--- config.mk ---
export PLATFORM = sky130hd
export DESIGN_NAME = msr_mode_map
export DESIGN_NICKNAME = d
export VERILOG_FILES = /design/src/include/msr_pkg.sv /design/src/hdl/msr_mode_map.sv
export VERILOG_INCLUDE_DIRS = /design/src /design/src/include
export SDC_FILE = /design/constraint.sdc
export NUM_CORES = 1
export LEC_CHECK = 0
export BUFFER_PORTS_ARGS = -buffer_cell sky130_fd_sc_hd__buf_2
export CAP_MARGIN = 20
export CELL_PAD_IN_SITES_DETAIL_PLACEMENT = 0
export CELL_PAD_IN_SITES_GLOBAL_PLACEMENT = 1
export CORE_ASPECT_RATIO = 0.6
export CORE_MARGIN = 1.5
export CORE_UTILIZATION = 41
export DETAILED_ROUTE_END_ITERATION = 10
export HOLD_SLACK_MARGIN = 0.03
export PLACE_DENSITY_LB_ADDON = 0.1
export SLEW_MARGIN = 5
export SYNTH_ARGS = -nofsm -noshare
export SYNTH_HDL_FRONTEND = slang
export SYNTH_SLANG_ARGS = --single-unit
--- constraint.sdc ---
create_clock -name ref_clk_i -period 3.84 [get_ports ref_clk_i]
set_input_delay 0 -clock ref_clk_i [delete_from_list [all_inputs] [get_ports ref_clk_i]]
set_output_delay 0 -clock ref_clk_i [all_outputs]
set_load 0.005 [all_outputs]
--- src/include/msr_consts.svh ---
`ifndef MSR_CONSTS_SVH
`define MSR_CONSTS_SVH

// Register offsets on the plain register port.
`define MSR_OFF_MODE 8'h0B
`define MSR_OFF_RAM_MAP 8'h10
`define MSR_OFF_REG_MAP 8'h11
`define MSR_OFF_EE_MAP 8'h12
`define MSR_OFF_MISC_MAP 8'h13
`define MSR_OFF_DBG_STAT 8'h14

// Mode register field positions.
`define MSR_MODE_SPECIAL_MODE_N 7
`define MSR_MODE_MODE_STRAP_B 6
`define MSR_MODE_MODE_STRAP_A 5
`define MSR_MODE_ESTR 4
`define MSR_MODE_INTERNAL_VISIBILITY 3
`define MSR_MODE_EMD 1
`define MSR_MODE_EME 0

// Eeprom map and misc map field positions.
`define MSR_EE_ON 0
`define MSR_MISC_EXTRA_WINDOW_DIRECT_SELECT 0
`define MSR_MISC_EXTRA_WINDOW_ENABLE 1

// Reset locations, as upper address bits.
`define MSR_RST_REG_BASE 5'h00
`define MSR_RST_RAM_BASE 5'h01
`define MSR_RST_EE_BASE_EXP 4'h1
`define MSR_RST_EE_BASE_SINGLE 4'hF

// Debug monitor address ranges.
`define MSR_DBG_REG_LO 16'hFF00
`define MSR_DBG_REG_HI 16'hFF06
`define MSR_DBG_ROM_LO 16'hFF20

// Extra page window locations, upper six address bits.
`define MSR_EW_DIRECT 6'h00
`define MSR_EW_UPPER 6'h01

`endif

--- src/include/msr_pkg.sv ---
package msr_pkg;

  // Operating modes after decoding the three mode bits.
  typedef enum logic [2:0] {
    MSR_SPECIAL_SINGLE,
    MSR_SPECIAL_NARROW,
    MSR_SPECIAL_PERIPH,
    MSR_SPECIAL_WIDE,
    MSR_NORMAL_SINGLE,
    MSR_NORMAL_NARROW,
    MSR_NORMAL_WIDE
  } msr_mode_t;

  // Resource that claims one bus access.
  typedef enum logic [2:0] {
    MSR_TGT_DBG_ROM,
    MSR_TGT_DBG_REGS,
    MSR_TGT_REGS,
    MSR_TGT_RAM,
    MSR_TGT_EEPROM,
    MSR_TGT_EXTERNAL
  } msr_target_t;

  // Mapping state in effect.
  typedef struct packed {
    logic [4:0] reg_base;
    logic [4:0] ram_base;
    logic [3:0] ee_base;
    logic ee_on;
    logic ew_en;
    logic ew_dir;
  } msr_map_t;

  // Pin roles of the ports.
  typedef struct packed {
    logic port_ab_addr;
    logic port_c_data;
    logic port_d_data;
    logic port_e_bus_ctl;
    logic cpu_halt;
  } msr_roles_t;

endpackage

--- src/hdl/msr_mode_map.sv ---
// Decided for this implementation: the address-and-strobe port and the register offsets.
`timescale 1ns/1ps
`include "msr_consts.svh"

module msr_mode_map #(
  parameter logic [15:0] PROG_WIN_BASE = 16'h8000,
  parameter logic [15:0] PROG_WIN_SIZE = 16'h4000,
  parameter logic [15:0] DATA_WIN_BASE = 16'h7000,
  parameter logic [15:0] DATA_WIN_SIZE = 16'h1000
) (
  // Clock and reset.
  input wire logic ref_clk_i,
  input wire logic rst_n_i,
  // Mode straps.
  input wire logic debug_strap_pin_i,
  input wire logic mode_strap_b_i,
  input wire logic mode_strap_a_i,
  // Register port.
  input wire logic [7:0] reg_addr_i,
  input wire logic [7:0] reg_wdata_i,
  input wire logic reg_we_i,
  input wire logic reg_re_i,
  output logic [7:0] reg_rdata_o,
  // Debug monitor control.
  input wire logic dbg_enable_cmd_i,
  input wire logic dbg_serial_activate_i,
  input wire logic background_instruction_i,
  input wire logic dbg_exit_i,
  input wire logic vec_fetch_i,
  output logic vec_from_monitor_o,
  output logic dbg_active_o,
  // Bus access from the core.
  input wire logic acc_valid_i,
  input wire logic [15:0] acc_addr_i,
  input wire logic acc_wide_i,
  input wire logic [15:0] acc_wdata_i,
  output msr_pkg::msr_target_t acc_target_o,
  output logic acc_done_o,
  output logic ext_busy_o,
  output logic prog_win_hit_o,
  output logic data_win_hit_o,
  output logic extra_win_hit_o,
  // External bus and pin roles.
  output logic bus_cycle_o,
  output logic [15:0] addr_bus_o,
  output logic [7:0] data_hi_o,
  output logic [7:0] data_lo_o,
  output msr_pkg::msr_roles_t roles_o
);

  function automatic msr_pkg::msr_mode_t decode_mode(input logic [2:0] c);
    case (c)
      3'b000: decode_mode = msr_pkg::MSR_SPECIAL_SINGLE;
      3'b001: decode_mode = msr_pkg::MSR_SPECIAL_NARROW;
      3'b011: decode_mode = msr_pkg::MSR_SPECIAL_WIDE;
      3'b100: decode_mode = msr_pkg::MSR_NORMAL_SINGLE;
      3'b101: decode_mode = msr_pkg::MSR_NORMAL_NARROW;
      3'b111: decode_mode = msr_pkg::MSR_NORMAL_WIDE;
      default: decode_mode = msr_pkg::MSR_SPECIAL_PERIPH;
    endcase
  endfunction

  function automatic logic is_single(input msr_pkg::msr_mode_t m);
    is_single = (m == msr_pkg::MSR_SPECIAL_SINGLE) || (m == msr_pkg::MSR_NORMAL_SINGLE);
  endfunction

  function automatic logic is_narrow(input msr_pkg::msr_mode_t m);
    is_narrow = (m == msr_pkg::MSR_SPECIAL_NARROW) || (m == msr_pkg::MSR_NORMAL_NARROW);
  endfunction

  logic [1:0] rst_sync_r;
  logic rst_n;
  logic captured_r;
  logic special_mode_n_r, mode_strap_b_r, mode_strap_a_r;
  logic estr_r, internal_visibility_r, emd_r, eme_r;
  logic mode_touched_r;
  logic [3:0] map_written_r;
  msr_pkg::msr_map_t map_r;
  logic dbg_enabled_r, dbg_active_r;
  msr_pkg::msr_mode_t mode_cur;
  logic special, periph, single, narrow, expanded;
  msr_pkg::msr_target_t tgt;
  logic [15:0] reg_lo, ram_lo, ee_lo;
  logic [7:0] rdata_nxt;
  logic vis_show, ext_go;
  typedef enum logic {BUS_IDLE, BUS_LOW} bus_state_t;
  bus_state_t bus_r;
  logic [7:0] low_byte_r;

  // Two flops release the reset; only the second one is used.
  always_ff @(posedge ref_clk_i or negedge rst_n_i)
  begin
    if (!rst_n_i)
      rst_sync_r <= 2'b00;
    else
      rst_sync_r <= {rst_sync_r[0], 1'b1};
  end
  assign rst_n = rst_sync_r[1];

  assign mode_cur = decode_mode({special_mode_n_r, mode_strap_b_r, mode_strap_a_r});
  assign special = !special_mode_n_r;
  assign periph = (mode_cur == msr_pkg::MSR_SPECIAL_PERIPH);
  assign single = is_single(mode_cur);
  assign narrow = is_narrow(mode_cur);
  assign expanded = !single;

  // Straps are sampled by a clocked process at the first edge after release,
  // since an asynchronous reset may only load constants.
  // strap capture once
  always_ff @(posedge ref_clk_i or negedge rst_n)
  begin
    if (!rst_n)
      captured_r <= 1'b0;
    else
      captured_r <= 1'b1;
  end

  // Mode register, including the per-bit write protection.
  always_ff @(posedge ref_clk_i or negedge rst_n)
  begin
    if (!rst_n)
    begin
      special_mode_n_r <= 1'b1;
      mode_strap_b_r <= 1'b0;
      mode_strap_a_r <= 1'b0;
      estr_r <= 1'b1;
      internal_visibility_r <= 1'b0;
      emd_r <= 1'b0;
      eme_r <= 1'b0;
      mode_touched_r <= 1'b0;
    end
    else if (!captured_r)
    begin
      special_mode_n_r <= debug_strap_pin_i;
      mode_strap_b_r <= mode_strap_b_i;
      mode_strap_a_r <= mode_strap_a_i;
      estr_r <= 1'b1;
      internal_visibility_r <= !debug_strap_pin_i;
      emd_r <= !debug_strap_pin_i;
      eme_r <= !debug_strap_pin_i;
    end
    else if (reg_we_i && reg_addr_i == `MSR_OFF_MODE && !periph)
    begin
      mode_touched_r <= 1'b1;
      if (special)
      begin
        estr_r <= reg_wdata_i[`MSR_MODE_ESTR];
        // Peripheral and reserved codes cannot be selected by software.
        if (mode_touched_r && decode_mode(reg_wdata_i[7:5]) != msr_pkg::MSR_SPECIAL_PERIPH)
        begin
          special_mode_n_r <= reg_wdata_i[`MSR_MODE_SPECIAL_MODE_N];
          mode_strap_b_r <= reg_wdata_i[`MSR_MODE_MODE_STRAP_B];
          mode_strap_a_r <= reg_wdata_i[`MSR_MODE_MODE_STRAP_A];
        end
        else if (decode_mode({1'b0, reg_wdata_i[6:5]}) != msr_pkg::MSR_SPECIAL_PERIPH)
        begin
          mode_strap_b_r <= reg_wdata_i[`MSR_MODE_MODE_STRAP_B];
          mode_strap_a_r <= reg_wdata_i[`MSR_MODE_MODE_STRAP_A];
        end
        if (mode_touched_r)
        begin
          internal_visibility_r <= reg_wdata_i[`MSR_MODE_INTERNAL_VISIBILITY];
          emd_r <= reg_wdata_i[`MSR_MODE_EMD];
          eme_r <= reg_wdata_i[`MSR_MODE_EME];
        end
      end
      else if (!mode_touched_r)
      begin
        estr_r <= reg_wdata_i[`MSR_MODE_ESTR];
        internal_visibility_r <= reg_wdata_i[`MSR_MODE_INTERNAL_VISIBILITY];
        emd_r <= reg_wdata_i[`MSR_MODE_EMD];
        eme_r <= reg_wdata_i[`MSR_MODE_EME];
        if (decode_mode({1'b1, reg_wdata_i[6:5]}) != msr_pkg::MSR_SPECIAL_PERIPH)
        begin
          mode_strap_b_r <= reg_wdata_i[`MSR_MODE_MODE_STRAP_B];
          mode_strap_a_r <= reg_wdata_i[`MSR_MODE_MODE_STRAP_A];
        end
      end
    end
  end

  // Mapping registers; the stored value is the one in effect from the next cycle.
  // next cycle effect
  always_ff @(posedge ref_clk_i or negedge rst_n)
  begin
    if (!rst_n)
    begin
      map_r <= '{`MSR_RST_REG_BASE, `MSR_RST_RAM_BASE, `MSR_RST_EE_BASE_EXP,
                 1'b1, 1'b0, 1'b0};
      map_written_r <= 4'h0;
    end
    else if (!captured_r)
    begin
      if (mode_strap_b_i == 1'b0 && mode_strap_a_i == 1'b0)
        map_r.ee_base <= `MSR_RST_EE_BASE_SINGLE;
    end
    else if (reg_we_i)
    begin
      if (reg_addr_i == `MSR_OFF_REG_MAP && (special || !map_written_r[0]))
      begin
        map_r.reg_base <= reg_wdata_i[7:3];
        map_written_r[0] <= 1'b1;
      end
      else if (reg_addr_i == `MSR_OFF_RAM_MAP && (special || !map_written_r[1]))
      begin
        map_r.ram_base <= reg_wdata_i[7:3];
        map_written_r[1] <= 1'b1;
      end
      else if (reg_addr_i == `MSR_OFF_EE_MAP)
      begin
        // The enable bit is writable anytime; the position only once when normal.
        map_r.ee_on <= reg_wdata_i[`MSR_EE_ON];
        if (special || !map_written_r[2])
        begin
          map_r.ee_base <= reg_wdata_i[7:4];
          map_written_r[2] <= 1'b1;
        end
      end
      else if (reg_addr_i == `MSR_OFF_MISC_MAP && (special || !map_written_r[3]))
      begin
        map_r.ew_en <= reg_wdata_i[`MSR_MISC_EXTRA_WINDOW_ENABLE];
        map_r.ew_dir <= reg_wdata_i[`MSR_MISC_EXTRA_WINDOW_DIRECT_SELECT];
        map_written_r[3] <= 1'b1;
      end
    end
  end

  // Debug monitor enable and activity.
  always_ff @(posedge ref_clk_i or negedge rst_n)
  begin
    if (!rst_n)
    begin
      dbg_enabled_r <= 1'b0;
      dbg_active_r <= 1'b0;
    end
    else if (!captured_r)
    begin
      dbg_enabled_r <= !debug_strap_pin_i && !mode_strap_b_i && !mode_strap_a_i;
      dbg_active_r <= !debug_strap_pin_i && !mode_strap_b_i && !mode_strap_a_i;
    end
    else
    begin
      if (dbg_enable_cmd_i)
        dbg_enabled_r <= 1'b1;
      if (dbg_enabled_r && (dbg_serial_activate_i || background_instruction_i))
        dbg_active_r <= 1'b1;
      else if (dbg_exit_i)
        dbg_active_r <= 1'b0;
    end
  end

  assign reg_lo = {map_r.reg_base, 11'h000};
  // RAM sits at the start of its 2-Kbyte block, so the reset base lands on 0800.
  assign ram_lo = {map_r.ram_base, 11'h000};
  assign ee_lo = {map_r.ee_base, 12'h000};

  // Resource decode with fixed precedence over the mapping now in effect.
  // precedence chain
  always_comb
  begin
    tgt = msr_pkg::MSR_TGT_EXTERNAL;
    if (dbg_active_r && acc_addr_i >= `MSR_DBG_ROM_LO)
      tgt = msr_pkg::MSR_TGT_DBG_ROM;
    else if (dbg_active_r && acc_addr_i >= `MSR_DBG_REG_LO)
      tgt = msr_pkg::MSR_TGT_DBG_REGS;
    else if (acc_addr_i[15:9] == reg_lo[15:9])
      tgt = msr_pkg::MSR_TGT_REGS;
    else if (acc_addr_i[15:10] == ram_lo[15:10])
      tgt = msr_pkg::MSR_TGT_RAM;
    else if ((map_r.ee_on || single) && acc_addr_i[15:12] == ee_lo[15:12])
      tgt = msr_pkg::MSR_TGT_EEPROM;
  end

  // Registered decode result and window hits.
  always_ff @(posedge ref_clk_i or negedge rst_n)
  begin
    if (!rst_n)
    begin
      acc_target_o <= msr_pkg::MSR_TGT_EXTERNAL;
      acc_done_o <= 1'b0;
      prog_win_hit_o <= 1'b0;
      data_win_hit_o <= 1'b0;
      extra_win_hit_o <= 1'b0;
    end
    else
    begin
      acc_done_o <= acc_valid_i && bus_r == BUS_IDLE;
      acc_target_o <= tgt;
      prog_win_hit_o <= expanded && acc_addr_i >= PROG_WIN_BASE &&
                        acc_addr_i - PROG_WIN_BASE < PROG_WIN_SIZE;
      data_win_hit_o <= expanded && acc_addr_i >= DATA_WIN_BASE &&
                        acc_addr_i - DATA_WIN_BASE < DATA_WIN_SIZE;
      extra_win_hit_o <= expanded && map_r.ew_en && acc_addr_i[15:10] ==
                         (map_r.ew_dir ? `MSR_EW_DIRECT : `MSR_EW_UPPER);
    end
  end

  // internal accesses shown on the external bus in any expanded mode but peripheral
  assign vis_show = expanded && internal_visibility_r && tgt != msr_pkg::MSR_TGT_EXTERNAL;
  assign ext_go = acc_valid_i && bus_r == BUS_IDLE && expanded && !periph &&
                  (tgt == msr_pkg::MSR_TGT_EXTERNAL || vis_show);

  // External bus sequencer; a narrow word takes two back-to-back cycles, except a shown internal access in special narrow with emd_r set.
  always_ff @(posedge ref_clk_i or negedge rst_n)
  begin
    if (!rst_n)
    begin
      bus_r <= BUS_IDLE;
      bus_cycle_o <= 1'b0;
      addr_bus_o <= 16'h0000;
      data_hi_o <= 8'h00;
      data_lo_o <= 8'h00;
      low_byte_r <= 8'h00;
      ext_busy_o <= 1'b0;
    end
    else
    begin
      bus_cycle_o <= 1'b0;
      ext_busy_o <= 1'b0;
      case (bus_r)
        BUS_IDLE:
        begin
          if (ext_go)
          begin
            bus_cycle_o <= 1'b1;
            addr_bus_o <= acc_addr_i;
            data_hi_o <= acc_wdata_i[15:8];
            data_lo_o <= acc_wdata_i[7:0];
            if (narrow && acc_wide_i &&
                !(mode_cur == msr_pkg::MSR_SPECIAL_NARROW && emd_r && vis_show))
            begin
              low_byte_r <= acc_wdata_i[7:0];
              bus_r <= BUS_LOW;
              ext_busy_o <= 1'b1;
            end
          end
        end
        BUS_LOW:
        begin
          bus_cycle_o <= 1'b1;
          addr_bus_o <= addr_bus_o + 16'h0001;
          data_hi_o <= low_byte_r;
          bus_r <= BUS_IDLE;
        end
        default: bus_r <= BUS_IDLE;
      endcase
    end
  end

  // Port roles and debug outputs follow the mode each cycle.
  always_ff @(posedge ref_clk_i or negedge rst_n)
  begin
    if (!rst_n)
    begin
      roles_o <= '0;
      dbg_active_o <= 1'b0;
      vec_from_monitor_o <= 1'b0;
    end
    else
    begin
      // wide ports A B C D
      roles_o.port_ab_addr <= expanded;
      roles_o.port_c_data <= expanded;
      roles_o.port_d_data <= expanded && (!narrow || (mode_cur ==
                             msr_pkg::MSR_SPECIAL_NARROW && emd_r && internal_visibility_r));
      roles_o.port_e_bus_ctl <= expanded && (eme_r || mode_cur == msr_pkg::MSR_SPECIAL_WIDE);
      roles_o.cpu_halt <= periph;
      dbg_active_o <= dbg_active_r;
      vec_from_monitor_o <= vec_fetch_i && dbg_active_r;
    end
  end

  // Read multiplexer; unmapped offsets read zero.
  always_comb
  begin
    rdata_nxt = 8'h00;
    if (reg_addr_i == `MSR_OFF_MODE && !periph)
      rdata_nxt = {special_mode_n_r, mode_strap_b_r, mode_strap_a_r, estr_r, internal_visibility_r, 1'b0, emd_r, eme_r};
    else if (reg_addr_i == `MSR_OFF_REG_MAP)
      rdata_nxt = {map_r.reg_base, 3'b000};
    else if (reg_addr_i == `MSR_OFF_RAM_MAP)
      rdata_nxt = {map_r.ram_base, 3'b000};
    else if (reg_addr_i == `MSR_OFF_EE_MAP)
      rdata_nxt = {map_r.ee_base, 3'b000, map_r.ee_on || single};
    else if (reg_addr_i == `MSR_OFF_MISC_MAP)
      rdata_nxt = {6'h00, map_r.ew_en, map_r.ew_dir};
    else if (reg_addr_i == `MSR_OFF_DBG_STAT)
      rdata_nxt = {6'h00, dbg_active_r, dbg_enabled_r};
  end

  // Read data stand for the one cycle after the strobe.
  always_ff @(posedge ref_clk_i or negedge rst_n)
  begin
    if (!rst_n)
      reg_rdata_o <= 8'h00;
    else
      reg_rdata_o <= reg_re_i ? rdata_nxt : 8'h00;
  end

  property p_strap_capture;
    @(posedge ref_clk_i) disable iff (!rst_n)
    $rose(captured_r) |-> {special_mode_n_r, mode_strap_b_r, mode_strap_a_r} ==
      $past({debug_strap_pin_i, mode_strap_b_i, mode_strap_a_i});
  endproperty
  a_strap_capture: assert property (p_strap_capture) else $error("mode bits miss straps");

  property p_reserved_forced;
    @(posedge ref_clk_i) disable iff (!rst_n)
    $rose(captured_r) && $past({debug_strap_pin_i, mode_strap_b_i, mode_strap_a_i}) == 3'b110
      |-> mode_cur == msr_pkg::MSR_SPECIAL_PERIPH ##1 roles_o.cpu_halt;
  endproperty
  a_reserved_forced: assert property (p_reserved_forced) else $error("reserved not periph");

  property p_wide_word;
    @(posedge ref_clk_i) disable iff (!rst_n)
    ext_go && !narrow |=> bus_cycle_o && data_hi_o == $past(acc_wdata_i[15:8]) &&
      data_lo_o == $past(acc_wdata_i[7:0]) ##1 !bus_cycle_o || $past(ext_go);
  endproperty
  a_wide_word: assert property (p_wide_word) else $error("wide word not on C and D");

  property p_narrow_split;
    @(posedge ref_clk_i) disable iff (!rst_n)
    ext_go && narrow && acc_wide_i && !emd_r |=> bus_cycle_o && ext_busy_o
      ##1 bus_cycle_o && addr_bus_o == $past(addr_bus_o) + 16'h0001 &&
      data_hi_o == $past(data_lo_o);
  endproperty
  a_narrow_split: assert property (p_narrow_split) else $error("narrow split wrong");

  property p_single_quiet;
    @(posedge ref_clk_i) disable iff (!rst_n)
    single && $past(single) && $past(single, 2) |-> !bus_cycle_o;
  endproperty
  a_single_quiet: assert property (p_single_quiet) else $error("bus cycle in single-chip");

  property p_periph_locked;
    @(posedge ref_clk_i) disable iff (!rst_n)
    captured_r && periph |=> periph [*2];
  endproperty
  a_periph_locked: assert property (p_periph_locked) else $error("left peripheral mode");

  property p_write_once;
    @(posedge ref_clk_i) disable iff (!rst_n)
    captured_r && !special && map_written_r[0] && reg_we_i &&
      reg_addr_i == `MSR_OFF_REG_MAP |=> $stable(map_r.reg_base);
  endproperty
  a_write_once: assert property (p_write_once) else $error("map rewritten in normal mode");

  property p_map_effect;
    @(posedge ref_clk_i) disable iff (!rst_n)
    captured_r && special && reg_we_i && reg_addr_i == `MSR_OFF_RAM_MAP
      |=> map_r.ram_base == $past(reg_wdata_i[7:3]);
  endproperty
  a_map_effect: assert property (p_map_effect) else $error("mapping not applied");

  property p_monitor_rom;
    @(posedge ref_clk_i) disable iff (!rst_n)
    dbg_active_r && acc_valid_i && acc_addr_i >= `MSR_DBG_ROM_LO
      |=> acc_target_o == msr_pkg::MSR_TGT_DBG_ROM;
  endproperty
  a_monitor_rom: assert property (p_monitor_rom) else $error("monitor ROM not selected");

  property p_special_single_dbg;
    @(posedge ref_clk_i) disable iff (!rst_n)
    $rose(captured_r) |-> dbg_active_r == (mode_cur == msr_pkg::MSR_SPECIAL_SINGLE);
  endproperty
  a_special_single_dbg: assert property (p_special_single_dbg) else $error("monitor reset state");

endmodule

; ---- Word level (Yosys, flattened, before mapping)
; Cells that the tools add are included.
[classes]
n_mux = 89
eq_ne = 45
n_addsub = 3
n_lt_le_gt_ge = 6
n_reduce_logical = 74
bitwise = 6
[ops]
columns = operator, count
row1 = $ge A16 B16 Y1 const B, 3
row2 = $mux W1, 48
row3 = $mux W8, 6
row4 = $mux W3, 15
row5 = $eq A8 B5 Y1 const B, 5
row6 = $pmux W3 S6, 2
row7 = $logic_and A1 B1 Y1, 34
row8 = $pmux W16 S2, 1
row9 = $eq A3 B3 Y1 const B, 9
row10 = $mux W7, 3
row11 = $reduce_and A6 Y1, 3
row12 = $add A16 B1 Y16 const B, 1
row13 = $ge A16 B15 Y1 const B, 1
row14 = $lt A16 B13 Y1 const B, 1
row15 = $lt A16 B15 Y1 const B, 1
row16 = $mux W16, 1
row17 = $pmux W8 S2, 1
row18 = $sub A16 B15 Y16 const B, 1
row19 = $sub A16 B16 Y16 const B, 1
row20 = $ne A3 B2 Y1 const B, 5
row21 = $eq A3 B2 Y1 const B, 4
row22 = $logic_not A1 Y1, 12
row23 = $mux W4, 3
row24 = $logic_or A1 B1 Y1, 11
row25 = other kinds (26), 51
[word_totals]
word_cells = 264
inputBits = 62
register_bits = 98
out_inout_bits = 56

; ---- Logic depth before layout (Yosys ltp)
[logic_depth]
ltp_word = 19
ltp_mapped = 9
mapped_depth_nobuf = 7

; ---- Worst setup path before layout
; OpenSTA, ideal clock, no wires.
[synth_path]
path_kind = register -> register
from = register map_r[16] in the netlist's numbering
to = register data_lo_o[0]
period_less_slack_ns = 2.132
stages_incl_launch_ff = 8
t_arrival_ns = 2.007
setup_ns = 0.125
slack_ns = 1.708
required_ns = 3.715
path_buffers = 1
cell_sequence = dfrtp_1 -> xnor2_2 -> nand4_1 -> or4_4 -> a31o_4 -> nand2_1 -> buf_4 -> mux2_2
[synth_between]
elab_chain_cells = 9
[synth_rtl]
columns = element, line_no
row1 = from (decl), msr_mode_map.sv:78  ; msr_pkg::msr_map_t map_r;
row2 = from (signal assigned), msr_mode_map.sv:188  ; map_r <= '{`MSR_RST_REG_BASE, `MSR_RST_RAM_BASE, `MSR_RST_EE_BASE_EXP,
row3 = $eq A7 B7 Y1 (*), msr_mode_map.sv:266  ; else if (acc_addr_i[15:9] == reg_lo[15:9])
row4 = $mux W3 (*), msr_mode_map.sv:266
row5 = $mux W3 (*), msr_mode_map.sv:264  ; else if (dbg_active_r && acc_addr_i >= `MSR_DBG_REG_LO)
row6 = $mux W3 (*), msr_mode_map.sv:262  ; if (dbg_active_r && acc_addr_i >= `MSR_DBG_ROM_LO)
row7 = $ne A3 B3 Y1, msr_mode_map.sv:299  ; assign vis_show = expanded && internal_visibility_r && tgt != msr_pkg::MSR_TGT_EXTERNAL;
row8 = $logic_and A1 B1 Y1, msr_mode_map.sv:299
row9 = $logic_or A1 B1 Y1 (*), msr_mode_map.sv:301  ; (tgt == msr_pkg::MSR_TGT_EXTERNAL || vis_show);
row10 = $logic_and A1 B1 Y1 (*), msr_mode_map.sv:300  ; assign ext_go = acc_valid_i && bus_r == BUS_IDLE && expanded && !periph &&
row11 = $reduce_and A2 Y1 (no line) (*), -
row12 = to (signal assigned), msr_mode_map.sv:328  ; data_lo_o <= acc_wdata_i[7:0];
row13 = to (decl), msr_mode_map.sv:47  ; output logic [7:0] data_lo_o,
; Every way passes the cells marked *; elsewhere a longest branch is shown, timed or not.
; A chain may end at the register's enable or synchronous reset.

; ---- Worst setup path after layout
[layout_path]
from = register map_r[13] in the netlist's numbering
to = register addr_bus_o[4]
[layout_between]
elab_chain_cells = 9
[layout_rtl]
columns = element, line_no
row1 = $eq A7 B7 Y1 (*), msr_mode_map.sv:266
row2 = $mux W3 (*), msr_mode_map.sv:266
row3 = $mux W3 (*), msr_mode_map.sv:264
row4 = $mux W3 (*), msr_mode_map.sv:262
row5 = $ne A3 B3 Y1, msr_mode_map.sv:299
row6 = $logic_and A1 B1 Y1, msr_mode_map.sv:299
row7 = $logic_or A1 B1 Y1 (*), msr_mode_map.sv:301
row8 = $logic_and A1 B1 Y1 (*), msr_mode_map.sv:300
row9 = $ne A2 B2 Y1 (no line) (*), -
row10 = to (signal assigned), msr_mode_map.sv:326  ; addr_bus_o <= acc_addr_i;
row11 = to (signal assigned), msr_mode_map.sv:341  ; addr_bus_o <= addr_bus_o + 16'h0001;
row12 = to (decl), msr_mode_map.sv:45  ; output logic [15:0] addr_bus_o,
; Marked as above.

==> results.sh <==
export IMPL_pwr_share_seq=0.485
export IMPL_yosys_area_top_type="dfrtp_1"
export IMPL_start_util=0.419
export IMPL_globalRouteOverflowTotal=0
export IMPL_p_clk_frac=0.319
export IMPL_peakVddDrop_mv=0.215
export IMPL_vias_per_cell=5.22
export IMPL_rsz0062_at_grt="no"
export IMPL_power_mw=2.62
export IMPL_seq_area_frac_synth=0.513
export IMPL_htree_levels=3
export IMPL_dieArea_um2=12100
export IMPL_netlist_area_um2=4700
export IMPL_finalCritPeriodShare=0.659
export IMPL_numCtsBuffers=9
export IMPL_netSwitchingPower_uw=746
export IMPL_yosysWarnings=0
export IMPL_async_reset_ff_frac=1.00
export IMPL_start_kind="flip-flop"
export IMPL_yosys_top_cells_area="dfrtp_1, mux2_2, dfstp_2"
export IMPL_holdBufCountCts=52
export IMPL_syn_inst=437
export IMPL_whs_ps=46.9
export IMPL_status="finished clean"
export IMPL_min_period_ps=2530
export IMPL_io_pins=118
export IMPL_cap_violations=0
export IMPL_clk_pin_slew_ps=70
export IMPL_reg2reg_slack_ps=1310
export IMPL_areaGrowthSynthToFinish_pct=31.8
export IMPL_dpl_hpwl_um=9320
export IMPL_mostFrequentLayoutCell="buf_2"
export IMPL_synth_seq_cells=96
export IMPL_wl_per_cell_um=17.5
export IMPL_crit_required_ps=4110
export IMPL_fin_skew_ps=10.8
export IMPL_core_area_um2=11200
export IMPL_p_per_area_nw_per_um2=422
export IMPL_r2r_start="map_r[13]"
export IMPL_num_rows=30
export IMPL_route_vias_total=3891
export IMPL_ant_nets=0
export IMPL_worst_setup_path_type="flip-flop to flip-flop"
export IMPL_place_congestion=0.798
export IMPL_drtPass1Iterations=4
export IMPL_hold_path_end="addr_bus_o[6]"
export IMPL_ys_flop_type="dfrtp_1"
export IMPL_min_from="acc_addr_i[6]"
export IMPL_setup_viol=0
export IMPL_fin_nets=660
export IMPL_min_path_cells=3
export IMPL_final_hold_viol_count=0
export IMPL_drtIter0Drc=173
export IMPL_critPathMaxFanout=11
export IMPL_final_cell_mix="buf_2, dfrtp_1, dlygate4sd3_1, nand2_1, o21ai_0"
export IMPL_grt_total_usage=0.221
export IMPL_worst_slew_pin_slew_ps=976
export IMPL_clk_insertion_delay_late_ps=350
export IMPL_rr_worst_depth=6
export IMPL_cts_max_path_buffers=2
export IMPL_synth_edf_count=0
export IMPL_ys_types=57
export IMPL_avgSynthCellArea_um2=10.8
export IMPL_grt_pass1_wl_um=20500
export IMPL_final_cells=746
export IMPL_portBuffers=115
export IMPL_power_frac_comb=0.196
export IMPL_cts_setup_buffers=0
export IMPL_grt_max_degree=83
export IMPL_ctsResizeCount=0
export IMPL_antenna_found_initial=0
export IMPL_swShare=0.285
export IMPL_cts_tree="done"
export IMPL_wl_um=13000
export IMPL_worst_ep_arrival_time_ps=2800
export IMPL_fmax_ghz=0.395
export IMPL_p_leak_nw=2.87
export IMPL_root_buffer="clkbuf_16"
export IMPL_placed_cells=677
export IMPL_hold_class="input port to flip-flop"
export IMPL_power_internal_mw=1.87
export IMPL_die_w_um=141
export IMPL_setup_tns_ps=0
export IMPL_yosysTopAreaCellShare=0.474
export IMPL_drc_errors=0
export IMPL_crit_path_end_kind="flip-flop"
export IMPL_diodes=0
export IMPL_grt_pass1_vias=3744
export IMPL_drive_gt1_frac=0.302
export IMPL_drv_slew=0
export IMPL_die_height_um=86.0
export IMPL_worstReg2RegEnd="addr_bus_o[4]"
export IMPL_cts_sinks=96
export IMPL_relSlewSlack=0.346
[stage by stage]
stage	instance area, µm²	setup slack (ps)	utilization
after floorplan	4710	980	-
after global placement	5370	1310	0.479
after detailed placement	5370	1310	0.479
after CTS	6170	1280	0.550
after global routing	6200	1040	0.552
final	6200	1310	0.552
[worst max path at each step]
stage          slack (ps)             to  depth (start not counted)            from
6_report             1310  addr_bus_o[4]                          6       map_r[13]
5_1_grt              1040  addr_bus_o[0]                          6       map_r[16]
4_1_cts              1280  low_byte_r[6]                          5           bus_r
3_5_place_dp         1310  low_byte_r[0]                          5           bus_r
3_3_place_gp         1310  low_byte_r[6]                          4  mode_strap_a_r
2_1_floorplan         980     acc_done_o                          0   rst_sync_r[1]
[registers in the layout (all words and copies together) (netlist names), 2 cells and up]
register       count
roles_o            4
reg_rdata_o        7
map_written_r      4
low_byte_r         8
addr_bus_o        16
acc_target_o       3
data_lo_o          8
rst_sync_r         2
map_r             13
ee_lo              4
data_hi_o          8
[cell type report]
type,count,area [µm²]
fill,1002,5030
sequential,96,2410
multi-input combinational,308,2130
timing repair buffer,173,1160
clock buffer,10,229
tap,144,180
clock inverter,6,46.3
inverter,9,33.8
[kinds of logic (layout without fill, tap and decap cells)]
family,after synthesis,count (layout),synth area share
DFF,96,96,0.513
buffers and inverters,34,198,0.0349
AOI/OAI and AO/OA,91,91,0.136
adders and majority gates,1,1,0.00266
xor gates and xnor gates,30,30,0.0607
muxes,34,34,0.0830
and+or+nand+nor,149,149,0.168
other,2,3,0.00160
[cells in the mapped netlist, drive strengths merged (2+ instances only)]
library cell,instances
a211oi,2
a21o,2
a21oi,13
a221o,10
a22oi,6
a311o,3
a31o,2
a31oi,9
and2,3
and3,17
buf,13
clkbuf,12
conb,2
dfrtp,89
dfstp,7
inv,9
mux2,28
mux2i,6
nand2,31
nand2b,4
nand3,24
nand3b,3
nand4,5
nor2,22
nor2b,21
nor3,7
nor4,6
o211ai,10
o21a,2
o21ai,24
or2,2
or3,2
xnor2,20
xor2,10
[metal layers]
metal / vias up / part of all wire / GRT usage
met5: - / 0 / 0
met4: 0 / 0.0026 / 0.0398
met3: 2 / 0.050 / 0.0424
met1: 1900 / 0.54 / 0.351
met2: 100 / 0.41 / 0.311
li1: 1889 / - / -
[worst max-delay path, stage by stage (launching register included)]
cell and delay, ps:
dfrtp_1 440, xnor2_2 170, nand4_1 100, or4_4 530, a31oi_1 810, o21ai_0 200, a31oi_1 200
[power groups by stage]
stage / Sequential, mW / Combinational (mW) / Clock [mW]
floorplan: 1.27 / 0.268 / 0
global placement: 1.29 / 0.449 / 0
detailed placement: 1.30 / 0.458 / 0
CTS: 1.28 / 0.502 / 0.855
global route: 1.29 / 0.569 / 0.901
finish: 1.27 / 0.514 / 0.833
(Power assumes the default switching activity.)
